==> src/psled_map.svh <==
/*
 Constants for the PHY status indicator driver: blink timing and reset levels.
 Assumes inclusion by the top module and the blinker; definitions only.
*/
`ifndef PSLED_MAP_SVH
`define PSLED_MAP_SVH

// ----------------------------------------
// Timing
// ----------------------------------------
`define PSLED_CLK_HZ 50000000
`define PSLED_PHASE_MS 80
`define PSLED_PHASE_CYC ((`PSLED_CLK_HZ / 1000) * `PSLED_PHASE_MS)

// ----------------------------------------
// Reset levels of the indicators (LED off)
// ----------------------------------------
`define PSLED_LED_OFF 1'b1

`endif

==> src/psled_pkg.sv <==
/*
 Types for the PHY status indicator driver.
 Assumes compilation before the design modules.
*/
package psled_pkg;

   // ----------------------------------------
   // PHY status carrier
   // ----------------------------------------
   typedef struct packed {
      logic linkUp;
      logic fullDuplex;
      logic speed100;
      logic collision;
      logic activity;
   } psled_phy_status_t;

   typedef enum logic [1:0] {
      PSLED_IDLE,
      PSLED_PULSE,
      PSLED_GAP
   } psled_blink_state_t;

endpackage : psled_pkg

==> src/psled_phy_status_led_driver.sv <==
/*
 PHY status indicator driver: duplex/collision, speed and link/activity
 outputs, all active low. Assumes PHY status from another clock domain and
 board LEDs lit by a low level.
*/
`timescale 1ns/1ps
`default_nettype none
`include "psled_map.svh"

module psled_phy_status_led_driver #(
   parameter int unsigned PHASE_CYC = `PSLED_PHASE_CYC
) (
   // Clock and reset
   input wire logic core_clk,
   input wire logic rst_n,
   // PHY status, asynchronous
   input wire psled_pkg::psled_phy_status_t phyStatus,
   // Power-on setting straps, asynchronous
   input wire logic [1:0] strapIn,
   // Captured straps
   output logic [1:0] strapValue,
   // Indicators, active low
   output logic duplex_led_n,
   output logic speed_led_n,
   output logic link_activity_led_n
);
   import psled_pkg::*;

   initial begin
      if (PHASE_CYC < 2) $error("PHASE_CYC too small");
   end

   // ----------------------------------------
   // Input synchronisers
   // ----------------------------------------
   psled_phy_status_t syncA;
   psled_phy_status_t syncB;
   logic [1:0] strapA;
   logic [1:0] strapB;
   logic strapTaken;

   always_ff @(posedge core_clk or negedge rst_n) begin
      if (!rst_n) begin
         syncA <= '0;
         syncB <= '0;
         strapA <= 2'h0;
         strapB <= 2'h0;
      end else begin
         syncA <= phyStatus;
         syncB <= syncA;
         strapA <= strapIn;
         strapB <= strapA;
      end
   end

   // ----------------------------------------
   // Strap capture after reset release
   // ----------------------------------------
   // Taken once the synchroniser has filled, so the value is clean
   logic [1:0] strapCnt;
   always_ff @(posedge core_clk or negedge rst_n) begin
      if (!rst_n) begin
         strapCnt <= 2'h0;
         strapTaken <= 1'b0;
         strapValue <= 2'h0;
      end else if (!strapTaken) begin
         strapCnt <= strapCnt + 2'h1;
         if (strapCnt == 2'h2) begin
            strapTaken <= 1'b1;
            strapValue <= strapB;
         end
      end
   end

   // ----------------------------------------
   // Collision and activity edges
   // ----------------------------------------
   logic colPrev;
   logic actPrev;
   always_ff @(posedge core_clk or negedge rst_n) begin
      if (!rst_n) begin
         colPrev <= 1'b0;
         actPrev <= 1'b0;
      end else begin
         colPrev <= syncB.collision;
         actPrev <= syncB.activity;
      end
   end

   wire logic colEvent = syncB.collision & ~colPrev;
   wire logic actEvent = syncB.activity & ~actPrev;
   wire logic halfLink = syncB.linkUp & ~syncB.fullDuplex;
   wire logic colBlink;
   wire logic actBlink;

   psled_blinker #(
      .PHASE_CYC(PHASE_CYC)
   ) u_col_blink (
      .core_clk(core_clk),
      .rst_n(rst_n),
      .enable(halfLink),
      .trigger(colEvent),
      .pulseOn(colBlink)
   );

   psled_blinker #(
      .PHASE_CYC(PHASE_CYC)
   ) u_act_blink (
      .core_clk(core_clk),
      .rst_n(rst_n),
      .enable(syncB.linkUp),
      .trigger(actEvent),
      .pulseOn(actBlink)
   );

   // ----------------------------------------
   // Indicator levels
   // ----------------------------------------
   // Collision pulse drives low; a full duplex link also lights the LED
   wire logic next_duplex = ~((syncB.linkUp & syncB.fullDuplex) | colBlink);
   wire logic next_speed = ~(syncB.linkUp & syncB.speed100);
   wire logic next_link = ~syncB.linkUp | actBlink;

   always_ff @(posedge core_clk or negedge rst_n) begin
      if (!rst_n) begin
         duplex_led_n <= `PSLED_LED_OFF;
         speed_led_n <= `PSLED_LED_OFF;
         link_activity_led_n <= `PSLED_LED_OFF;
      end else begin
         duplex_led_n <= next_duplex;
         speed_led_n <= next_speed;
         link_activity_led_n <= next_link;
      end
   end

endmodule : psled_phy_status_led_driver

`default_nettype wire

==> src/psled_blinker.sv <==
/*
 One blink sequencer: an event starts a pulse phase, then a guard phase, each
 PHASE_CYC cycles long. Assumes a synchronous trigger on the same clock.
*/
`timescale 1ns/1ps
`default_nettype none
`include "psled_map.svh"

module psled_blinker #(
   parameter int unsigned PHASE_CYC = `PSLED_PHASE_CYC
) (
   // Clock and reset
   input wire logic core_clk,
   input wire logic rst_n,
   // Control
   input wire logic enable,
   input wire logic trigger,
   // Status
   output logic pulseOn
);
   import psled_pkg::*;

   localparam int CW = $clog2(PHASE_CYC + 1);

   initial begin
      if (PHASE_CYC < 1) $error("PHASE_CYC must be at least 1");
   end

   psled_blink_state_t state;
   psled_blink_state_t next_state;
   logic [CW-1:0] count;
   logic [CW-1:0] next_count;
   wire logic phaseDone = (count == CW'(PHASE_CYC - 1));

   // ----------------------------------------
   // Sequencer
   // ----------------------------------------
   always_comb begin
      next_state = state;
      next_count = count + CW'(1);
      case (state)
         PSLED_IDLE: begin
            next_count = '0;
            if (enable && trigger) begin
               next_state = PSLED_PULSE;
            end
         end
         PSLED_PULSE: begin
            if (phaseDone) begin
               next_state = PSLED_GAP;
               next_count = '0;
            end
         end
         PSLED_GAP: begin
            // Events in the guard phase are dropped, not queued
            if (phaseDone) begin
               next_state = PSLED_IDLE;
               next_count = '0;
            end
         end
         default: begin
            next_state = PSLED_IDLE;
            next_count = '0;
         end
      endcase
      // Losing the mode aborts any blink at once
      if (!enable) begin
         next_state = PSLED_IDLE;
         next_count = '0;
      end
   end

   always_ff @(posedge core_clk or negedge rst_n) begin
      if (!rst_n) begin
         state <= PSLED_IDLE;
         count <= '0;
      end else begin
         state <= next_state;
         count <= next_count;
      end
   end

   assign pulseOn = (state == PSLED_PULSE);

endmodule : psled_blinker

`default_nettype wire

==> config.mk <==
export PLATFORM = sky130hd
export DESIGN_NAME = psled_phy_status_led_driver
export DESIGN_NICKNAME = d
export VERILOG_FILES = /design/src/psled_pkg.sv /design/src/psled_phy_status_led_driver.sv /design/src/psled_blinker.sv
export VERILOG_INCLUDE_DIRS = /design/src
export SDC_FILE = /design/constraint.sdc
export NUM_CORES = 1
export LEC_CHECK = 0
export ABC_AREA = 1
export BUFFER_PORTS_ARGS = -buffer_cell sky130_fd_sc_hd__buf_2
export CAP_MARGIN = 20
export CELL_PAD_IN_SITES_DETAIL_PLACEMENT = 1
export CELL_PAD_IN_SITES_GLOBAL_PLACEMENT = 1
export CORE_AREA = 2 2 121 123
export DETAILED_ROUTE_END_ITERATION = 8
export DIE_AREA = 0 0 123 125
export GPL_ROUTABILITY_DRIVEN = 1
export GPL_TIMING_DRIVEN = 0
export PLACE_DENSITY_LB_ADDON = 0.1
export SYNTH_ARGS = -nofsm -noshare
export SYNTH_HDL_FRONTEND = slang
export SYNTH_HIERARCHICAL = 1
export SYNTH_SLANG_ARGS = --single-unit
==> constraint.sdc <==
create_clock -name core_clk -period 3.5 [get_ports core_clk]
set_input_delay 0.7 -clock core_clk [delete_from_list [all_inputs] [get_ports core_clk]]
set_output_delay 0.7 -clock core_clk [all_outputs]
set_load 0.005 [all_outputs]
==> results of run 1 <==
[power breakdown]
part           internal (mW)  total, mW  switching (mW)  leakage, nW
Clock                  0.558      0.949           0.391        0.139
Sequential             0.871      0.896          0.0248        0.935
Combinational         0.0707      0.207           0.137        0.901
[state kept, by name, summed over array words and instances (netlist names)]
signal	flops
actPrev	1
duplex_led_n	1
strapB	2
u_col_blink/state	2
strapCnt	2
u_col_blink/count	22
u_act_blink/state	2
u_act_blink/count	22
strapTaken	1
strapValue	2
strapA	2
colPrev	1
link_activity_led_n	1
syncB	5
speed_led_n	1
syncA	5
[through the flow]
step           cells  total power [mW]
6_report         677             2.052
5_1_grt          677             2.180
3_5_place_dp     661             1.126
3_3_place_gp     660             1.118
2_1_floorplan    463             1.042
4_1_cts          677             2.101
[layer usage]
| metal | track usage | share of wire | vias to the layer above |
|---|---|---|---|
| met4 | 0.04211 | 0.016 | 0 |
| met1 | 0.1707 | 0.49 | 1413 |
| li1 | - | - | 1503 |
| met5 | 0 | 0 | - |
| met2 | 0.2112 | 0.47 | 16 |
| met3 | 0.03695 | 0.022 | 11 |
[layout make-up]
| type | count | area share |
|---|---|---|
| multi-input cells | 320 | 0.3786 |
| repair buffers | 14 | 0.02009 |
| well taps | 184 | 0.05281 |
| clock inverters | 7 | 0.01808 |
| inverters | 69 | 0.05941 |
| flip-flops and latches | 72 | 0.4142 |
| plain buffers | 2 | 0.005166 |
| clock buffers | 9 | 0.05166 |
[final timing paths]
check / start / end / cells after the start
setup / recovery: u_act_blink/count[0] / u_act_blink/count[0] / 7
hold / removal: rst_n / u_act_blink/count[18] / 1
setup reg to reg: u_act_blink/count[0] / u_act_blink/count[0] / 7
hold reg to reg: strapA[1] / strapB[1] / 0
max in group asynchronous: rst_n / u_col_blink/count[0] / 2
min in group core_clk: strapA[1] / strapB[1] / 0
[kinds of logic after synthesis]
| kind of cell | after synthesis |
|---|---|
| AOI/OAI and AO/OA | 14 |
| xor gates and xnor gates | 13 |
| adders and majority gates | 11 |
| buffers and inverters | 71 |
| DFF | 72 |
| and+or+nand+nor | 282 |
[placed cells by master, fill, tap and decap left out, drive strengths merged]
cell,n
a21oi,5
clkbuf,9
o21ai,7
nand3,40
or2,4
clkinvlp,3
bufinv,1
nand4,12
inv,71
buf,16
xor2,6
nand2,105
ha,11
nor3,28
clkinv,1
a31oi,2
nor2,91
nand3b,2
dfrtp,69
dfstp,3
xnor2,7
==> flow_metrics.py, run 1 <==
metrics = {
    "die": {
        "io_pins": 14,
        "fp.dieW_um": 123,
        "core-area_um2": 14200,
        "die-area_um2": 15380,
        "initial_utilization": 0.2631,
        "die_y_um": 125,
        "core.rowCount": 44,
    },
    "clocking": {
        "worstSkewPairLatency_ns": 0.34,
        "numClockSinks": 72,
        "post_cts_buffers": 0,
        "path_clk_slew_ns": 0.06,
        "postCtsResizedCells": 0,
        "cts_tree": "built",
        "cts-buffers-inserted": 9,
        "cts_htree_levels": 3,
        "cts_root_buffer": "clkbuf_16",
        "cts-hold-fix-buffers": 0,
        "clk_path_buf_depth": 2,
    },
    "setup_path": {
        "critical_path.most_common_cell": "nand3_4",
        "timing.critical_path.buf_inv": 1,
        "setup.worst_path.class": "register to register",
        "worst-path-max-fanout": 10,
        "r2r_slack_ns": 1.79,
        "critical_path.cell_chain": "ha_1 -> nand3_2 -> nor2_4 -> nand3_4 -> nand3_4 -> buf_6 -> nor2_1",
        "critical-path-top-delay-family": "simple AND/OR/NAND/NOR gates",
        "crit_path_max_incr_delay_ns": 0.38,
        "crit_path_start_kind": "register",
        "timing.critical_path.to_type": "register",
        "worstPathRequired_ns": 3.72,
        "crit_slowest_cell": "dfrtp_1",
        "cp_data_arrival_time_ns": 1.94,
    },
    "timing": {
        "finalSetupViolations": 0,
        "worst_slew_margin": 0.6748,
        "fin_skew_ns": 0.009954,
        "timing.final.crit_share": 0.4890,
        "final.hold.worst_slack_ns": 0.3088,
        "maxClockFrequency_mhz": 584.3,
        "finalSetupTns_ns": 0,
        "report.final.hold_viol_count": 0,
        "rsz0062_at_grt": "no",
        "worst_slack_ns": 1.789,
        "finalWorstPathRequiredPeriod_ns": 1.711,
        "final_max_slew_viol_count": 0,
        "worstMarginPinSlew_ns": 0.4878,
    },
    "finish": {
        "post_route_cells_drive_above_1_share": 0.1258,
        "multi_input_area_um2": 1650,
        "sequential_cell_area_um2": 1805,
        "antenna_cells_inserted": 0,
        "design_area_um2": 4359,
        "num-fill-cells": 1712,
        "postLayoutCoreUtil": 0.3069,
        "area_delta_synth_final_pct": 16.64,
        "finalNetCount": 508,
    },
    "job": {
        "maxCapViolCount": 0,
    },
    "synthesis": {
        "post_synth_inst_count": 463,
        "post_synth_xor_area_fraction": 0.03047,
        "synth_simple_gate_area_frac": 0.3549,
        "synth.area.mux_share": 0,
        "yosys.area.top_type_share": 0.4620,
        "syn-mean-instance-area_um2": 8.072,
        "ys.warnings.count": 6,
        "postSynthRegisterBits": 72,
        "synth.cells.most_frequent": "nand2_1, nor2_1, dfrtp_1",
        "synth_area_um2": 3737,
        "synth_enable_flop_cells": 0,
        "dominant_combinational_cell_family_by_area_after_synthesis": "simple AND/OR/NAND/NOR gates",
        "synth_sequential_area_ratio": 0.4831,
        "synth.net_count": 483,
        "synth-async-reset-ratio": 1.000,
        "synth_ff_type": "dfrtp_1",
        "synthMostInstantiatedCell": "nand2_1",
        "netlist_top_cells_area": "dfrtp_1, nand2_1, nor2_1, inv_1, nand3_1",
        "synth.distinct_cells": 27,
        "synth_compound_area_frac": 0.01942,
        "synth_largest_area_cell": "dfrtp_1",
        "synth_fa_ha_area_frac": 0.03683,
    },
    "route": {
        "drc": 0,
        "drt_iter0_drc": 87,
        "detail_route.vias_per_cell": 4.347,
        "avgRoutedWirePerCell_um": 13.01,
        "ant_nets": 0,
        "finalWirelength_um": 8810,
        "dr_total_vias": 2943,
        "dr.pass1.iters": 4,
    },
    "placement": {
        "dpl.hpwl_um": 6581,
        "gp_routability_congestion": 0.7806,
        "post_dp_cell_area_um2": 4055,
        "buffer_ports.inserted": 13,
        "place_worst_setup_slack_ns": 1.770,
    },
    "grt": {
        "grt_max_degree": 38,
        "grt_pass1_vias": 3193,
        "first_pass_grt_wire_length_um": 15690,
        "grt_overflow": 0,
        "number_of_antenna_violations_at_the_first_check_in_global_routing": 0,
        "track_usage": 0.1316,
    },
    "outcome": {
        "outcome": "finished, final reports clean",
    },
    "power": {
        "p_leak_nw": 1.975,
        "vdd_drop_max_mv": 0.2352,
        "pwr_density_cell_nw_per_um2": 470.8,
    },
    "min_path": {
        "min_path_type": "primary input to async pin",
    },
}
No activity file was read; power rests on OpenSTA's default activity.
==> run 2, diff against run 1 <==
==> constraint.sdc (replaced) <==
create_clock -name core_clk -period 1.6 [get_ports core_clk]
set_input_delay 0.32 -clock core_clk [delete_from_list [all_inputs] [get_ports core_clk]]
set_output_delay 0.32 -clock core_clk [all_outputs]
set_load 0.005 [all_outputs]
==> flow_metrics.py, run 2 (synthesis gave the netlist of run 1 again) <==
metrics = {
    "grt": {
        "track_usage": 0.1326,
        "grt_pass1_vias": 3238,
        "first_pass_grt_wire_length_um": 15820,
        "grt_overflow": 0,
        "grt_max_degree": 38,
        "number_of_antenna_violations_at_the_first_check_in_global_routing": 0,
    },
    "power": {
        "power_frac_clock": 0.455,
        "power.internal_mw": 3.332,
        "combinationalPowerShare": 0.113,
        "switching_share": 0.2700,
        "pwr_density_cell_nw_per_um2": 1002,
        "net-switching-power_mw": 1.233,
        "p_leak_nw": 2.057,
        "pwr-share-seq": 0.431,
        "vdd_drop_max_mv": 0.5099,
        "design_power_total_mw": 4.565,
    },
    "setup_path": {
        "setup.worst_path.class": "register to register",
        "r2r_slack_ns": 0.13,
        "critical_path.most_common_cell": "nand3_4",
        "worstPathRequired_ns": 1.86,
        "ff2ff_path_depth": 7,
        "crit_path_start_kind": "register",
        "crit_path_max_incr_delay_ns": 0.43,
        "worst-path-max-fanout": 7,
        "timing.critical_path.to_type": "register",
        "cp_data_arrival_time_ns": 1.73,
        "crit_slowest_cell": "dfrtp_1",
        "critical_path.cell_chain": "ha_4 -> nand3_4 -> nor2_4 -> nand3_4 -> nand3_4 -> buf_4 -> nor3_1",
    },
    "route": {
        "dr_total_vias": 3001,
        "detail_route.vias_per_cell": 4.343,
        "avgRoutedWirePerCell_um": 13.09,
        "finalWirelength_um": 9048,
        "route.met2.wl_um": 4338,
        "dr.pass1.iters": 5,
        "routedLengthMet1_um": 4379,
        "drt_iter0_drc": 86,
        "ant_nets": 0,
        "drc": 0,
        "highest_layer": "met4",
        "dr_wl_met3_um": 193,
    },
    "min_path": {
        "min_path_type": "primary input to register",
        "hold-path-cell-count": 1,
    },
    "timing": {
        "finalSetupTns_ns": 0,
        "fin_skew_ns": 0.01034,
        "worst_slew_margin": 0.6745,
        "timing.final.crit_share": 0.9201,
        "worst_slack_ns": 0.1279,
        "final_max_slew_viol_count": 0,
        "maxClockFrequency_mhz": 679.3,
        "finalSetupViolations": 0,
        "worstMarginPinSlew_ns": 0.4882,
        "report.final.hold_viol_count": 0,
        "finalWorstPathRequiredPeriod_ns": 1.472,
    },
    "clocking": {
        "path_clk_slew_ns": 0.06,
        "clk_path_buf_depth": 2,
        "cts_htree_levels": 3,
        "cts_root_buffer": "clkbuf_16",
        "cts_tree": "built",
        "cts-buffers-inserted": 9,
        "worstSkewPairLatency_ns": 0.34,
        "numClockSinks": 72,
    },
    "finish": {
        "mostFrequentLayoutCells": "nand2_1, nor2_1, inv_1",
        "post_route_cells_drive_above_1_share": 0.1874,
        "sequential_cell_area_um2": 1817,
        "biggestRegsByFlops": "u_act_blink/count x22, u_col_blink/count x22",
        "finalNetCount": 522,
        "area_delta_synth_final_pct": 21.96,
        "layout.cells.most_common": "nand2_1",
        "antenna_cells_inserted": 0,
        "multi_input_area_um2": 1730,
        "num-fill-cells": 1713,
    },
    "die": {
        "die_y_um": 125,
        "core.rowCount": 44,
        "core-area_um2": 14200,
        "io_pins": 14,
        "initial_utilization": 0.2631,
        "fp.dieW_um": 123,
        "die-area_um2": 15380,
    },
    "placement": {
        "gp_routability_congestion": 0.7806,
        "buffer_ports.inserted": 13,
        "place_worst_setup_slack_ns": -0.1298,
        "dpl.hpwl_um": 6581,
    },
    "job": {
        "maxCapViolCount": 0,
    },
    "outcome": {
        "outcome": "finished, final reports clean",
    },
}
[run 2: cell count changes in the layout (fill, tap and decap cells not counted), moves of 2 or more]
cell,change
buf_4,+13
dfrtp_2,+9
nor2_2,+6
nand3_4,+2
nor3_4,+2
nor2_1,-6
dfrtp_1,-9
ha_4,+2
ha_1,-2
[run 2: worst paths after layout]
kind	from	to
setup / recovery	u_col_blink/count[0]	u_col_blink/count[15]
hold / removal	strapIn[0]	strapA[0]
setup reg to reg	u_col_blink/count[0]	u_col_blink/count[15]
hold reg to reg	strapA[1]	strapB[1]
max in group asynchronous	rst_n	u_col_blink/count[3]
min in group asynchronous	rst_n	u_act_blink/count[18]
[run 2: cell type report]
class	count	area share
sequential	72	0.3986
timing repair buffer	28	0.04282
clock buffer	9	0.04941
buffer	2	0.004941
inverter	69	0.05682
multi-input combinational	320	0.3796
clock inverter	7	0.01729
tap	184	0.05051
[run 2: what timing repair did]
action,in CTS,in global routing
endpoints found under the setup margin,32,43
resized for setup,3,23
hold buffers,1,0
setup buffers,7,6
pin swaps,2,3
hold endpoints to repair,33,0
[run 2: stage by stage]
stage               instances  utilization  cell area, um2  hold slack, ns
global route              691       0.3209            4558         0.05468
finish                    691       0.3209            4558         0.07908
global placement          660       0.2839            4033          0.3317
detailed placement        661       0.2855            4055          0.3214
floorplan                 463            -            3737         0.02441
CTS                       685       0.3118            4429         0.06394
[run 2: power by group through the flow]
stage               clock network (mW)  registers (mW)  logic [mW]
finish                            2.08            1.97       0.518
global route                      2.26            1.98       0.604
CTS                               2.16            1.96       0.512
detailed placement                   0            1.99       0.469
global placement                     0            1.99       0.452
floorplan                            0            1.98       0.299
[run 2: critical path, delay by kind of cell, from the launching register on]
family / cells / cell delay [ns]
flip-flops: 1 / 0.43
adder cells (fa/ha/maj): 1 / 0.21
AND/OR/NAND/NOR: 5 / 0.56
buffers and inverters: 1 / 0.18
[run 2: routing by layer]
| layer | vias to the layer above | global-route usage |
|---|---|---|
| li1 | 1535 | - |
| met1 | 1441 | 0.1704 |
| met3 | 11 | 0.03695 |
| met2 | 14 | 0.2151 |
| met5 | - | 0 |
| met4 | 0 | 0.04211 |
